## config.mk

```make
export PLATFORM = sky130hd
export DESIGN_NAME = acm_core
export DESIGN_NICKNAME = d
export VERILOG_FILES = /design/src/hw/acm_pkg.sv /design/src/hw/acm_core.sv
export SDC_FILE = /design/constraint.sdc
export NUM_CORES = 1
export LEC_CHECK = 0
export ABC_AREA = 1
export BUFFER_PORTS_ARGS = -buffer_cell sky130_fd_sc_hd__buf_2
export CAP_MARGIN = 30
export CORE_AREA = 2 2 261 263
export CTS_CLUSTER_SIZE = 12
export DETAILED_ROUTE_END_ITERATION = 12
export DIE_AREA = 0 0 263 265
export GPL_TIMING_DRIVEN = 0
export MAX_ROUTING_LAYER = met4
export PLACE_DENSITY = 0.61
export SYNTH_ARGS = -nofsm -noshare
export SYNTH_HDL_FRONTEND = slang
export SYNTH_SLANG_ARGS = --single-unit
```

## constraint.sdc

```tcl
create_clock -name clk -period 4.2 [get_ports clk]
set_clock_uncertainty 0.05 [all_clocks]
set_input_delay 0.63 -clock clk [delete_from_list [all_inputs] [get_ports clk]]
set_output_delay 0.63 -clock clk [all_outputs]
set_load 0.05 [all_outputs]
```

## src/hw/acm_pkg.sv

```systemverilog
// Constants and carrier types for the accelerometer configuration and motion block.
// Assumes a register port already decoded from the serial interface, one byte per access.
// Behaviour
// - Three fixed read-only identity bytes at start.
// - Read-only silicon revision number register.
// - Read-only trim-derived serial number register.
// - Key write restarts init, clears configuration.
// - Three signed eight-bit axis offset trims.
// - Offset added to axis data into outputs.
// - Unsigned activity threshold compared against magnitude.
// - Unsigned inactivity threshold compared against magnitude.
// - Inactivity needs below-threshold for duration seconds.
// - Inactivity uses filtered data, needs one sample.
// - Zero duration: inactivity as soon as below.
// - Coupling bit zero compares magnitude directly.
// - AC activity compares against start reference.
// - AC inactivity reference refreshed on exceed.
// - Axis enables; all excluded disables function.
// - Activity ORs participating axes.
// - Inactivity ANDs participating axes.
// - Low-power bit selects reduced power operation.
// - Four-bit rate field, reset means 100 Hz.
// - Excess samples dropped, sampling never stalls.
// - Bus-disable bit makes I2C starts ignored.
// - Measure bit: standby or measurement, start standby.
// - Link bit serialises activity and inactivity.
package acm_pkg;
	// ------------------------------------------------------------
	// Register offsets
	// ------------------------------------------------------------
	localparam logic [7:0] ADDR_MAKER = 8'h00;
	localparam logic [7:0] ADDR_TRACE = 8'h01;
	localparam logic [7:0] ADDR_PRODUCT = 8'h02;
	localparam logic [7:0] ADDR_REV = 8'h03;
	localparam logic [7:0] ADDR_SERIAL = 8'h04;
	localparam logic [7:0] ADDR_RESET_KEY = 8'h18;
	localparam logic [7:0] ADDR_OFS_X = 8'h1E;
	localparam logic [7:0] ADDR_OFS_Y = 8'h1F;
	localparam logic [7:0] ADDR_OFS_Z = 8'h20;
	localparam logic [7:0] ADDR_ACT_THR = 8'h24;
	localparam logic [7:0] ADDR_INACT_THR = 8'h25;
	localparam logic [7:0] ADDR_INACT_DUR = 8'h26;
	localparam logic [7:0] ADDR_MOTION_CTL = 8'h27;
	localparam logic [7:0] ADDR_RATE = 8'h2C;
	localparam logic [7:0] ADDR_POWER = 8'h2D;
	// ------------------------------------------------------------
	// Values and field layouts
	// ------------------------------------------------------------
	localparam logic [7:0] RESET_KEY = 8'h52;
	localparam logic [7:0] RATE_RESET = 8'h0A;
	localparam logic [7:0] RATE_MASK = 8'h1F;
	localparam logic [7:0] POWER_MASK = 8'h7F;
	localparam int POW_I2C_OFF = 6;
	localparam int POW_LINK = 5;
	localparam int POW_MEASURE = 3;
	localparam int RATE_LOWPWR = 4;
	localparam int CTL_ACT_AC = 7;
	localparam int CTL_ACT_AXIS = 4;
	localparam int CTL_INACT_AC = 3;
	localparam int CTL_INACT_AXIS = 0;
	// Threshold is 15.625 mg; data is 1024 LSB/g so one threshold LSB is 16 data LSB
	localparam int THR_SHIFT = 4;
	// Offset weight 3.9 mg is four data LSB
	localparam int OFS_SHIFT = 2;
	// ------------------------------------------------------------
	// Timing
	// ------------------------------------------------------------
	localparam int CLK_HZ = 200000000;
	localparam int SEC_PER_LSB = 1;
	localparam int SEC_CYCLES = CLK_HZ * SEC_PER_LSB;
	// ------------------------------------------------------------
	// Carriers
	// ------------------------------------------------------------
	typedef struct packed {
		logic wr;
		logic rd;
		logic [7:0] addr;
		logic [7:0] wdata;
	} acm_req_type;
	typedef logic signed [15:0] acm_axis_type;
	typedef struct packed {
		acm_axis_type x;
		acm_axis_type y;
		acm_axis_type z;
	} acm_sample_type;
	typedef enum logic [0:0] {LNK_WAIT_ACT, LNK_WAIT_INACT} acm_link_type;
endpackage : acm_pkg

```

## src/hw/acm_core.sv

```systemverilog
// Register bank and motion detection of a three-axis accelerometer.
// Assumes a decoded byte register port and raw/filtered samples from the front end.
`timescale 1ns/10ps
`default_nettype none
module acm_core #(
	parameter logic [7:0] MAKER_ID = 8'h5A, // Arbitrary value
	parameter logic [7:0] TRACE_ID = 8'h3C, // Arbitrary value
	parameter logic [7:0] PRODUCT_ID = 8'h96, // Arbitrary value
	parameter logic [7:0] REVISION = 8'h00,
	parameter int SEC_CYC = acm_pkg::SEC_CYCLES, // Cycles in one second
	parameter int RATE_DIV = 2000000 // Clock cycles per sample tick at reset rate
) (
	input wire logic clk,
	input wire logic rst,
	input wire acm_pkg::acm_req_type req, // Register access
	output logic [7:0] rdata, // Read data
	output logic rvalid, // Read data valid pulse
	input wire logic [7:0] trim_serial, // Serial from trim
	input wire acm_pkg::acm_sample_type raw, // Unfiltered sample
	input wire acm_pkg::acm_sample_type filt, // Filtered sample
	input wire logic i2c_start, // Start condition seen on bus
	input wire logic out_taken, // Host finished reading outputs
	output acm_pkg::acm_sample_type out_data, // Offset-corrected output
	output logic [3:0] rate_sel, // Rate field
	output logic low_power, // Reduced power
	output logic measuring, // Measurement mode
	output logic i2c_start_ok, // Start condition accepted
	output logic activity, // Activity event pulse
	output logic inactivity, // Inactivity event pulse
	output logic init_restart // Init routine restart pulse
);
	// ------------------------------------------------------------
	// State
	// ------------------------------------------------------------
	typedef struct packed {
		logic [7:0] ofs_x;
		logic [7:0] ofs_y;
		logic [7:0] ofs_z;
		logic [7:0] act_thr;
		logic [7:0] inact_thr;
		logic [7:0] inact_dur;
		logic [7:0] ctl;
		logic [7:0] rate;
		logic [7:0] power;
		logic [7:0] rdata;
		logic rvalid;
		logic [31:0] tick_cnt;
		logic [31:0] sec_cnt;
		logic [7:0] below_secs;
		logic below_armed;
		logic have_sample;
		logic act_ref_ok;
		acm_pkg::acm_sample_type act_ref;
		acm_pkg::acm_sample_type inact_ref;
		acm_pkg::acm_link_type link_st;
		acm_pkg::acm_sample_type out_data;
		logic out_pending;
		logic dropped;
		logic i2c_ok;
		logic act_ev;
		logic inact_ev;
		logic init_p;
	} acm_state_type;
	acm_state_type s; // Registered state
	acm_state_type next_s; // Next state
	logic tick; // Sample tick
	logic [2:0] act_hit; // Per axis over threshold
	logic [2:0] inact_low; // Per axis below threshold
	logic [2:0] act_en; // Activity axis enables
	logic [2:0] inact_en; // Inactivity axis enables
	logic act_go; // Activity condition
	logic inact_below; // All participating axes below
	acm_pkg::acm_axis_type rv [3]; // Raw per axis
	acm_pkg::acm_axis_type fv [3]; // Filtered per axis
	acm_pkg::acm_axis_type ar [3]; // Activity reference
	acm_pkg::acm_axis_type ir [3]; // Inactivity reference
	acm_pkg::acm_axis_type ov [3]; // Output with offset
	logic [7:0] ofs [3]; // Offset per axis
	assign rv = '{raw.x, raw.y, raw.z};
	assign fv = '{filt.x, filt.y, filt.z};
	assign ar = '{s.act_ref.x, s.act_ref.y, s.act_ref.z};
	assign ir = '{s.inact_ref.x, s.inact_ref.y, s.inact_ref.z};
	assign ofs = '{s.ofs_x, s.ofs_y, s.ofs_z};
	// Enable fields hold x in their top bit; index 0 of the axis arrays is x
	assign act_en = {s.ctl[acm_pkg::CTL_ACT_AXIS], s.ctl[acm_pkg::CTL_ACT_AXIS + 1],
		s.ctl[acm_pkg::CTL_ACT_AXIS + 2]};
	assign inact_en = {s.ctl[acm_pkg::CTL_INACT_AXIS], s.ctl[acm_pkg::CTL_INACT_AXIS + 1],
		s.ctl[acm_pkg::CTL_INACT_AXIS + 2]};
	assign tick = s.tick_cnt == 32'(RATE_DIV - 1);
	// ------------------------------------------------------------
	// Per-axis compare and offset add
	// ------------------------------------------------------------
	for (genvar i = 0; i < 3; i++)
	begin : g_axis
		logic signed [16:0] ad; // Activity difference
		logic signed [16:0] id; // Inactivity difference
		logic [16:0] am; // Activity magnitude
		logic [16:0] im; // Inactivity magnitude
		logic [16:0] ath; // Activity threshold in data LSB
		logic [16:0] ith; // Inactivity threshold in data LSB
		// AC uses reference difference, DC the value itself
		assign ad = s.ctl[acm_pkg::CTL_ACT_AC] ? 17'(rv[i]) - 17'(ar[i]) : 17'(rv[i]);
		assign id = s.ctl[acm_pkg::CTL_INACT_AC] ? 17'(fv[i]) - 17'(ir[i]) : 17'(fv[i]);
		assign am = ad[16] ? 17'(-ad) : 17'(ad);
		assign im = id[16] ? 17'(-id) : 17'(id);
		assign ath = 17'(s.act_thr) << acm_pkg::THR_SHIFT;
		assign ith = 17'(s.inact_thr) << acm_pkg::THR_SHIFT;
		assign act_hit[i] = act_en[i] && am > ath;
		assign inact_low[i] = !inact_en[i] || im < ith;
		// Signed offset scaled into data LSB
		assign ov[i] = rv[i] + 16'(signed'({{8{ofs[i][7]}}, ofs[i]}) <<< acm_pkg::OFS_SHIFT);
	end
	assign act_go = |act_hit;
	assign inact_below = (|inact_en) && (&inact_low);
	// ------------------------------------------------------------
	// Next-state logic
	// ------------------------------------------------------------
	always_comb
	begin
		logic act_on;
		logic inact_on;
		logic inact_fire;
		act_on = 1'b0;
		inact_on = 1'b0;
		inact_fire = 1'b0;
		next_s = s;
		next_s.rvalid = 1'b0;
		next_s.act_ev = 1'b0;
		next_s.inact_ev = 1'b0;
		next_s.init_p = 1'b0;
		// Start conditions only pass when bus not disabled
		next_s.i2c_ok = i2c_start && !s.power[acm_pkg::POW_I2C_OFF];
		// Free-running rate divider
		next_s.tick_cnt = tick ? 32'h0 : s.tick_cnt + 32'h1;
		// Register reads
		if (req.rd)
		begin
			next_s.rvalid = 1'b1;
			case (req.addr)
				acm_pkg::ADDR_MAKER: next_s.rdata = MAKER_ID;
				acm_pkg::ADDR_TRACE: next_s.rdata = TRACE_ID;
				acm_pkg::ADDR_PRODUCT: next_s.rdata = PRODUCT_ID;
				acm_pkg::ADDR_REV: next_s.rdata = REVISION;
				acm_pkg::ADDR_SERIAL: next_s.rdata = trim_serial;
				acm_pkg::ADDR_OFS_X: next_s.rdata = s.ofs_x;
				acm_pkg::ADDR_OFS_Y: next_s.rdata = s.ofs_y;
				acm_pkg::ADDR_OFS_Z: next_s.rdata = s.ofs_z;
				acm_pkg::ADDR_ACT_THR: next_s.rdata = s.act_thr;
				acm_pkg::ADDR_INACT_THR: next_s.rdata = s.inact_thr;
				acm_pkg::ADDR_INACT_DUR: next_s.rdata = s.inact_dur;
				acm_pkg::ADDR_MOTION_CTL: next_s.rdata = s.ctl;
				acm_pkg::ADDR_RATE: next_s.rdata = s.rate;
				acm_pkg::ADDR_POWER: next_s.rdata = s.power;
				default: next_s.rdata = 8'h00;
			endcase
		end
		// Motion detection on each sample tick while measuring
		// Linking only applies with both functions enabled
		act_on = |act_en && (!(s.power[acm_pkg::POW_LINK] && |inact_en)
			|| s.link_st == acm_pkg::LNK_WAIT_ACT);
		inact_on = |inact_en && (!(s.power[acm_pkg::POW_LINK] && |act_en)
			|| s.link_st == acm_pkg::LNK_WAIT_INACT);
		// Readout clears pending first, so a sample landing in the same cycle stays pending
		if (out_taken)
			next_s.out_pending = 1'b0;
		if (s.power[acm_pkg::POW_MEASURE] && tick)
		begin
			next_s.have_sample = 1'b1;
			// Output register update, excess samples dropped
			if (s.out_pending && !out_taken)
				next_s.dropped = 1'b1;
			else
			begin
				next_s.out_data = '{ov[0], ov[1], ov[2]};
				next_s.out_pending = 1'b1;
			end
			// Activity with reference capture at detection start
			if (act_on)
			begin
				if (s.ctl[acm_pkg::CTL_ACT_AC] && !s.act_ref_ok)
				begin
					next_s.act_ref = raw;
					next_s.act_ref_ok = 1'b1;
				end
				else if (act_go)
				begin
					next_s.act_ev = 1'b1;
					next_s.act_ref_ok = 1'b0;
					next_s.link_st = acm_pkg::LNK_WAIT_INACT;
				end
			end
			else
				next_s.act_ref_ok = 1'b0;
			// Inactivity timing in whole seconds
			if (inact_on && s.have_sample)
			begin
				if (!inact_below)
				begin
					next_s.below_armed = 1'b0;
					next_s.below_secs = 8'h00;
					next_s.sec_cnt = 32'h0;
					next_s.inact_ref = filt;
				end
				else
				begin
					next_s.below_armed = 1'b1;
					if (s.below_secs >= s.inact_dur)
						inact_fire = 1'b1;
				end
			end
		end
		// Second counter runs while all participating axes stay below
		if (s.below_armed && inact_on && !inact_fire)
		begin
			if (s.sec_cnt == 32'(SEC_CYC - 1))
			begin
				next_s.sec_cnt = 32'h0;
				if (s.below_secs != 8'hFF)
					next_s.below_secs = s.below_secs + 8'h01;
			end
			else
				next_s.sec_cnt = s.sec_cnt + 32'h1;
		end
		if (inact_fire)
		begin
			next_s.inact_ev = 1'b1;
			next_s.below_armed = 1'b0;
			next_s.below_secs = 8'h00;
			next_s.sec_cnt = 32'h0;
			next_s.link_st = acm_pkg::LNK_WAIT_ACT;
		end
		if (!s.power[acm_pkg::POW_MEASURE])
		begin
			next_s.have_sample = 1'b0;
			next_s.below_armed = 1'b0;
			next_s.below_secs = 8'h00;
			next_s.act_ref_ok = 1'b0;
		end
		// Register writes
		if (req.wr)
		begin
			case (req.addr)
				acm_pkg::ADDR_RESET_KEY:
					if (req.wdata == acm_pkg::RESET_KEY)
					begin
						next_s = '0;
						next_s.rate = acm_pkg::RATE_RESET;
						next_s.link_st = acm_pkg::LNK_WAIT_INACT;
						next_s.init_p = 1'b1;
					end
				acm_pkg::ADDR_OFS_X: next_s.ofs_x = req.wdata;
				acm_pkg::ADDR_OFS_Y: next_s.ofs_y = req.wdata;
				acm_pkg::ADDR_OFS_Z: next_s.ofs_z = req.wdata;
				acm_pkg::ADDR_ACT_THR: next_s.act_thr = req.wdata;
				acm_pkg::ADDR_INACT_THR: next_s.inact_thr = req.wdata;
				acm_pkg::ADDR_INACT_DUR: next_s.inact_dur = req.wdata;
				acm_pkg::ADDR_MOTION_CTL: next_s.ctl = req.wdata;
				acm_pkg::ADDR_RATE: next_s.rate = req.wdata & acm_pkg::RATE_MASK;
				acm_pkg::ADDR_POWER: next_s.power = req.wdata & acm_pkg::POWER_MASK;
				default: next_s.init_p = s.init_p & 1'b0;
			endcase
		end
	end
	// ------------------------------------------------------------
	// State register
	// ------------------------------------------------------------
	always_ff @(posedge clk)
	begin
		if (rst)
		begin
			s <= '0;
			s.rate <= acm_pkg::RATE_RESET;
			// Linked mode holds activity back until inactivity is seen
			s.link_st <= acm_pkg::LNK_WAIT_INACT;
		end
		else
			s <= next_s;
	end
	// ------------------------------------------------------------
	// Outputs
	// ------------------------------------------------------------
	assign rdata = s.rdata;
	assign rvalid = s.rvalid;
	assign out_data = s.out_data;
	assign rate_sel = s.rate[3:0];
	assign low_power = s.rate[acm_pkg::RATE_LOWPWR];
	assign measuring = s.power[acm_pkg::POW_MEASURE];
	assign i2c_start_ok = s.i2c_ok;
	assign activity = s.act_ev;
	assign inactivity = s.inact_ev;
	assign init_restart = s.init_p;
	// ------------------------------------------------------------
	// Checks
	// ------------------------------------------------------------
	a_key_reset: assert property (@(posedge clk) disable iff (rst)
		(req.wr && req.addr == acm_pkg::ADDR_RESET_KEY && req.wdata == acm_pkg::RESET_KEY)
		|=> init_restart && s.act_thr == 8'h00 && rate_sel == 4'hA)
		else $error("key write did not clear configuration");
	a_i2c_block: assert property (@(posedge clk) disable iff (rst)
		$past(s.power[acm_pkg::POW_I2C_OFF]) |-> !i2c_start_ok)
		else $error("start accepted while bus disabled");
	a_ident_read: assert property (@(posedge clk) disable iff (rst)
		(req.rd && req.addr == acm_pkg::ADDR_MAKER) |=> rvalid && rdata == MAKER_ID)
		else $error("maker read wrong");
	a_standby_quiet: assert property (@(posedge clk) disable iff (rst)
		!$past(measuring) && !$past(req.wr) |-> !activity && !inactivity)
		else $error("event in standby");
	a_act_gate: assert property (@(posedge clk) disable iff (rst)
		activity |-> $past(|act_en))
		else $error("activity with no axis");
	a_inact_gate: assert property (@(posedge clk) disable iff (rst)
		inactivity |-> $past(|inact_en))
		else $error("inactivity with no axis");
	a_link_order: assert property (@(posedge clk) disable iff (rst)
		(activity && s.power[acm_pkg::POW_LINK] && $stable(s.power)) |-> s.link_st == acm_pkg::LNK_WAIT_INACT)
		else $error("link state not advanced");
	a_drop_keep: assert property (@(posedge clk) disable iff (rst)
		(s.out_pending && !out_taken && tick && !req.wr) |=> $stable(out_data))
		else $error("pending output overwritten");
	// Activity only from a sample tick with an axis over threshold
	a_act_tick: assert property (@(posedge clk) disable iff (rst)
		activity |-> $past(act_go && tick))
		else $error("activity without qualifying tick");
	// Inactivity only from a sample tick with all participating axes below
	a_inact_tick: assert property (@(posedge clk) disable iff (rst)
		inactivity |-> $past(inact_below && tick))
		else $error("inactivity without quiet tick");
endmodule : acm_core
`default_nettype wire

```

==> results of run 1 <==
## state kept, by name, summed over array words and instances, names as in the netlist, 3 cells and up
name / cells
s: 93
ar: 48
ir: 48
out_data: 48
ofs: 24
g_axis.ath: 8
g_axis.ith: 8
rdata: 8
rate_sel: 4
act_en: 3
inact_en: 3
## timing repair
action / 4_1_cts / 5_1_grt
pin swaps: 60 / 150
hold buffers: 0 / 0
gates cloned: 1 / 15
setup endpoints to repair: 93 / 93
setup buffers: 44 / 57
gates resized for setup: 137 / 324
## worst reg2reg max path: cells and delay by family (launching register included)
| kind | cells | cell delay [ns] |
|---|---|---|
| simple gates | 12 | 1.24 |
| fa+ha+maj | 3 | 0.87 |
| compound gates | 5 | 0.80 |
| buf+inv | 7 | 0.74 |
| flops | 1 | 0.33 |
| xor+xnor | 1 | 0.17 |
## layout make-up
class                           count  area, sq um  share of cell area
Antenna cell                       13         32.5             0.00104
Timing Repair Buffer              302         2190              0.0699
Tap cell                          873         1090              0.0348
Multi-Input combinational cell   2929        17400               0.553
Clock inverter                     15          250             0.00797
Inverter                          555         2120              0.0676
Clock buffer                       53         1100              0.0350
Buffer                            165         1180              0.0376
Sequential cell                   302         6060               0.193
## power breakdown
part	total [mW]	leakage [nW]	switching, mW	internal, mW
Combinational	1.33	11.1	0.851	0.479
Clock	3.62	0.662	1.41	2.20
Sequential	2.87	2.44	0.00482	2.87
Total	7.82	14.2	2.27	5.55
## cell families after synthesis
logic type | after synthesis | share of synthesized area
xor gates and xnor gates | 118 | 0.0411
AOI/OAI and AO/OA | 719 | 0.163
DFF | 302 | 0.241
buffers and inverters | 720 | 0.122
adders and majority gates | 203 | 0.104
and+or+nand+nor | 1889 | 0.329
## worst max path at each step
stage	endpoint	slack (ns)
2_1_floorplan	s[151]	0.0008
3_3_place_gp	s[54]	-1.11
3_5_place_dp	s[54]	-1.11
4_1_cts	s[54]	-0.03
5_1_grt	s[151]	-0.37
6_report	s[170]	-0.13
## stage by stage
| step | power (mW) | std cells | worst slack [ns] |
|---|---|---|---|
| after floorplan | 3.72 | 3951 | 0.000795 |
| after global placement | 4.09 | 5005 | -1.11 |
| after detailed placement | 4.09 | 5010 | -1.11 |
| after CTS | 7.78 | 5123 | -0.0320 |
| after global routing | 8.14 | 5206 | -0.366 |
| final | 7.82 | 5207 | -0.126 |
## cells in the final DEF (no fill, tap or decap), types with 14 or more instances in the layout
cell type and instances:
nand4_1 68, nand3_2 28, ha_4 19, o21a_1 29, nor3_1 64, a21oi_2 78
nor4_1 16, inv_2 20, buf_4 145, dfxtp_1 294, o21ai_0 145, a211oi_1 44
o21bai_1 23, inv_1 525, buf_6 17, nand3_1 243, a221oi_1 16, buf_2 202
o21ai_1 21, xor2_1 93, clkbuf_16 53, nor2_1 331, a21oi_1 268, ha_1 166
nand2_2 65, nor2_2 24, nand2_1 928, clkbuf_1 55, nand3b_1 18, buf_12 14
or2_2 29, xnor2_1 21, o21ai_2 30
## metal layers
metal | track usage | up-vias
met5 | - | -
met4 | 0.0902 | 0
met3 | 0.0356 | 157
met2 | 0.411 | 811
met1 | 0.328 | 12600
li1 | - | 13600
==> run metrics, run 1 <==
CP Launch Point ir[16]; synth top area cells dfxtp_1, nand2_1, ha_1; Reg clk slew, reported paths 0.06 ns; delay-heaviest family, CP simple AND/OR/NAND/NOR gates; final setup violation count 74; drt initial violations 2119; Worst Slack Setup Final -0.126 ns; drt via density 5.22; fin crit share 1.03; I/O pin count 193; Synth top cells by count nand2_1, inv_1, nor2_1, a21oi_1, dfxtp_1; Placed Area 0.0272 sq mm; fill count 6861; met3 routed WL 5910 um; syn_nets 4280; leakage 14.2 nW; Sink Count 302; largest net degree at the start of global routing 13; RSZ-0062 raised after global routing true; clk_lat worst skew 0.59 ns; post-layout min period 4.33 ns; #FFs+latches synth 302; CORE AREA 0.0668 sq mm; synth unique cells 67; WHS Path Cells 3; Post-synth EDFFs 0; drt first pass iters 5; maximum single-stage delay on the critical path 0.53 ns; Max VDD drop 260 uV; R2R Path Start ir[16]; Endpoint, Worst Hold i2c_start_ok; clock root cell clkbuf_16; CP Launch Type flip-flop; Hold Fails Final Rpt 0; max layer used met4; antenna-violating nets left 0; Final GP Congestion 0.980; worst path buffer plus inverter count 7; share of layout cells above drive strength 1 0.203; Synth top area share 0.241; Final #Nets 4622; Synth area leader dfxtp_1; count leader, synth nand2_1; Inserted Clock Buffers 38; Max Cap Violations 0; status complete, but fails checks; die area 0.0697 sq mm; Mean Syn Cell Area 6.36 sq um; slowest CP cell fa_2; WP data arrival 4.74 ns; critical path depth 28; worst-path maximum fanout 5; R2R depth 28; Buffers on Ports 181; Initial Util 0.376; die height 265 um; top_reg_cell synth dfxtp_1; htree depth 2; Worst Tran Pin Value 1.08 ns; post-synthesis cell count 3951; Max Slew Vio Count 0; final instance area 0.0314 sq mm; post-DP HPWL 69600 um; vias in the first global route 24700; TritonCTS clock tree built; GRT Overall Usage 0.255; sequential area share after synthesis 0.241; required time worst endpoint 4.62 ns; Hold WS 0.232 ns; Reg2Reg Setup Slack -0.13 ns; failing checks negative setup slack; Die W 263 um; # rows 95; PwrDens 249 mW/mm^2; cell area after synthesis 0.0251 sq mm; Syn. warnings 0; GRT overflow 0; Crit. End Element flip-flop; met2 wire len 41800 um; utilization after layout 0.470; FMAX 231 MHz; Setup CP Type flip-flop to flip-flop; Rel. slew slack 0.282; worst min-delay path class primary input to flip-flop; Setup TNS -5.65 ns; Max Buffers Root-to-Sink 3; cell mode on critical path nand2_2; detailed-route wire length per cell 17.7 um; Post-synth ARST share 0; initial antenna violation count 12; HP Start i2c_start; first-pass GRT wire length 137000 um; WL met1 40800 um; final WL 92100 um; worst r2r dst s[170]; synthesis-to-layout area growth 25.0%; via count 27200; DRC Markers 0
Power figures use the tool's default switching activity.
==> run 2, diff against run 1 <==
--- a/config.mk
+++ b/config.mk
@@ -16,4 +16,5 @@
 export MAX_ROUTING_LAYER = met4
 export PLACE_DENSITY = 0.61
+export REMOVE_ABC_BUFFERS = 1
 export SYNTH_ARGS = -nofsm -noshare
 export SYNTH_HDL_FRONTEND = slang
==> constraint.sdc (replaced) <==
create_clock -name clk -period 4.2 [get_ports clk]
set_clock_uncertainty 0.05 [all_clocks]
set_input_delay 0.21 -clock clk [delete_from_list [all_inputs] [get_ports clk]]
set_output_delay 0.21 -clock clk [all_outputs]
set_load 0.05 [all_outputs]
==> run metrics, run 2 (synthesized netlist as in run 1, its figures left out) <==
CP Launch Type flip-flop; I/O pin count 193; Worst Tran Pin Value 1.67 ns; leakage 14.1 nW; Hold WS 0.0124 ns; Initial Util 0.376; Final GP Congestion 0.925; Reg power frac 0.371; Inserted Clock Buffers 40; DP Worst Slack -1.13 ns; Rel. slew slack -0.114; Buffers on Ports 192; GRT Overall Usage 0.230; largest reg by FF count s; worst min-delay path class primary input to flip-flop; RSZ-0062 raised after global routing true; # rows 95; CORE AREA 0.0668 sq mm; failing checks max-capacitance violations, max-slew violations, negative setup slack; clock root cell clkbuf_16; Max Cap Violations 1; drt initial violations 1792; delay-heaviest family, CP simple AND/OR/NAND/NOR gates; Setup CP Type flip-flop to flip-flop; worst-path maximum fanout 7; die height 265 um; die area 0.0697 sq mm; final setup violation count 73; Switch Pwr 2.25 mW; Die W 263 um; first-pass GRT wire length 127000 um; switch share 0.291; drt first pass iters 8; non-filler cells in the finished layout 5176; Sink Count 302; Max Slew Vio Count 11; Max VDD drop 290 uV; post-DP HPWL 57900 um; DRC Markers 0; status complete, but fails checks; share of layout cells above drive strength 1 0.177; slowest CP cell fa_2; Final #Nets 4583; commonest cells after routing, fill and taps aside nand2_1, inv_1, nor2_1; drt via density 5.12; Combinational Power Share 0.172; vias in the first global route 24100; final WL 82900 um; Reg clk slew, reported paths 0.06 ns; via count 26500; maximum single-stage delay on the critical path 0.36 ns; P_int 5.50 mW; GRT overflow 0; most common cell after layout, fill and taps aside nand2_1; htree depth 2; Largest register FFs 93; FMAX 232 MHz; required time worst endpoint 4.62 ns; fin crit share 1.03; synthesis-to-layout area growth 25.5%; antenna-violating nets left 0; clock network power share 0.457; WP data arrival 4.73 ns; initial antenna violation count 17; largest net degree at the start of global routing 69; TritonCTS clock tree built; Crit. End Element flip-flop; worst path buffer plus inverter count 8; Max Buffers Root-to-Sink 3; post-layout min period 4.31 ns; Worst Slack Setup Final -0.106 ns; cell mode on critical path nand2_1; placed cell count 4870; detailed-route wire length per cell 16.0 um; Hold Fails Final Rpt 0; clk_lat worst skew 0.58 ns; PwrDens 246 mW/mm^2
==> run 2: final cells by class <==
| type | count | area, sq um |
|---|---|---|
| fill | 6782 | 35300 |
| multi-input combinational | 2941 | 17500 |
| sequential | 302 | 6060 |
| timing repair buffer | 410 | 3340 |
| inverter | 555 | 2150 |
| clock buffer | 59 | 1150 |
| tap | 873 | 1090 |
| clock inverter | 14 | 168 |
| timing repair inverter | 4 | 47.5 |
| antenna | 18 | 45.0 |
==> run 2: worst min-delay path, stage by stage <==
cell and delay, ns:
buf_2 0.14, nor4_4 0.09, nand3_1 0.11, nor2_1 0.04
==> run 2: metal layers <==
layer  vias up  track usage  wire [um]
met5         -            -          0
met2       631        0.374      37500
met1     12100        0.283      36700
met4         0       0.0731       3010
li1      13600            -          -
met3       165       0.0534       5620
==> run 2: through the flow <==
step                       util  cell area, sq um  power (mW)  TNS [ns]
after CTS                 0.447             29900        7.74   -0.0729
after floorplan               -             24100        3.69   -177.05
final                     0.472             31500        7.75     -3.26
after global placement    0.392             26200        4.02  -1379.87
after detailed placement  0.398             26600        4.04    -82.78
after global routing      0.472             31500        8.10    -23.87
==> run 2: timing repair <==
item / 4_1_cts / 5_1_grt
pin swaps: 39 / 108
buffers inserted: 40 / 43
resized for setup: 105 / 327
hold buffers: 110 / 0
setup endpoints to repair: 93 / 113
cloned: 7 / 16
endpoints found under the hold margin: 176 / 0
==> run 2: worst paths after layout <==
| kind | slack [ns] | end | cells past startpoint | startpoint |
|---|---|---|---|---|
| max reg2reg | -0.11 | s[191] | 33 | ir[0] |
| min | 0.01 | init_restart | 4 | req[10] |
| min reg2reg | 0.39 | out_data[20] | 2 | out_data[20] |
| max | -0.11 | s[191] | 33 | ir[0] |
==> run 2: power by group through the flow <==
stage	clock, mW	combinational, mW	sequential (mW)
2_1_floorplan	0	0.749	2.94
3_3_place_gp	0	1.09	2.94
3_5_place_dp	0	1.10	2.94
4_1_cts	3.63	1.24	2.87
5_1_grt	3.73	1.50	2.87
6_report	3.54	1.33	2.87
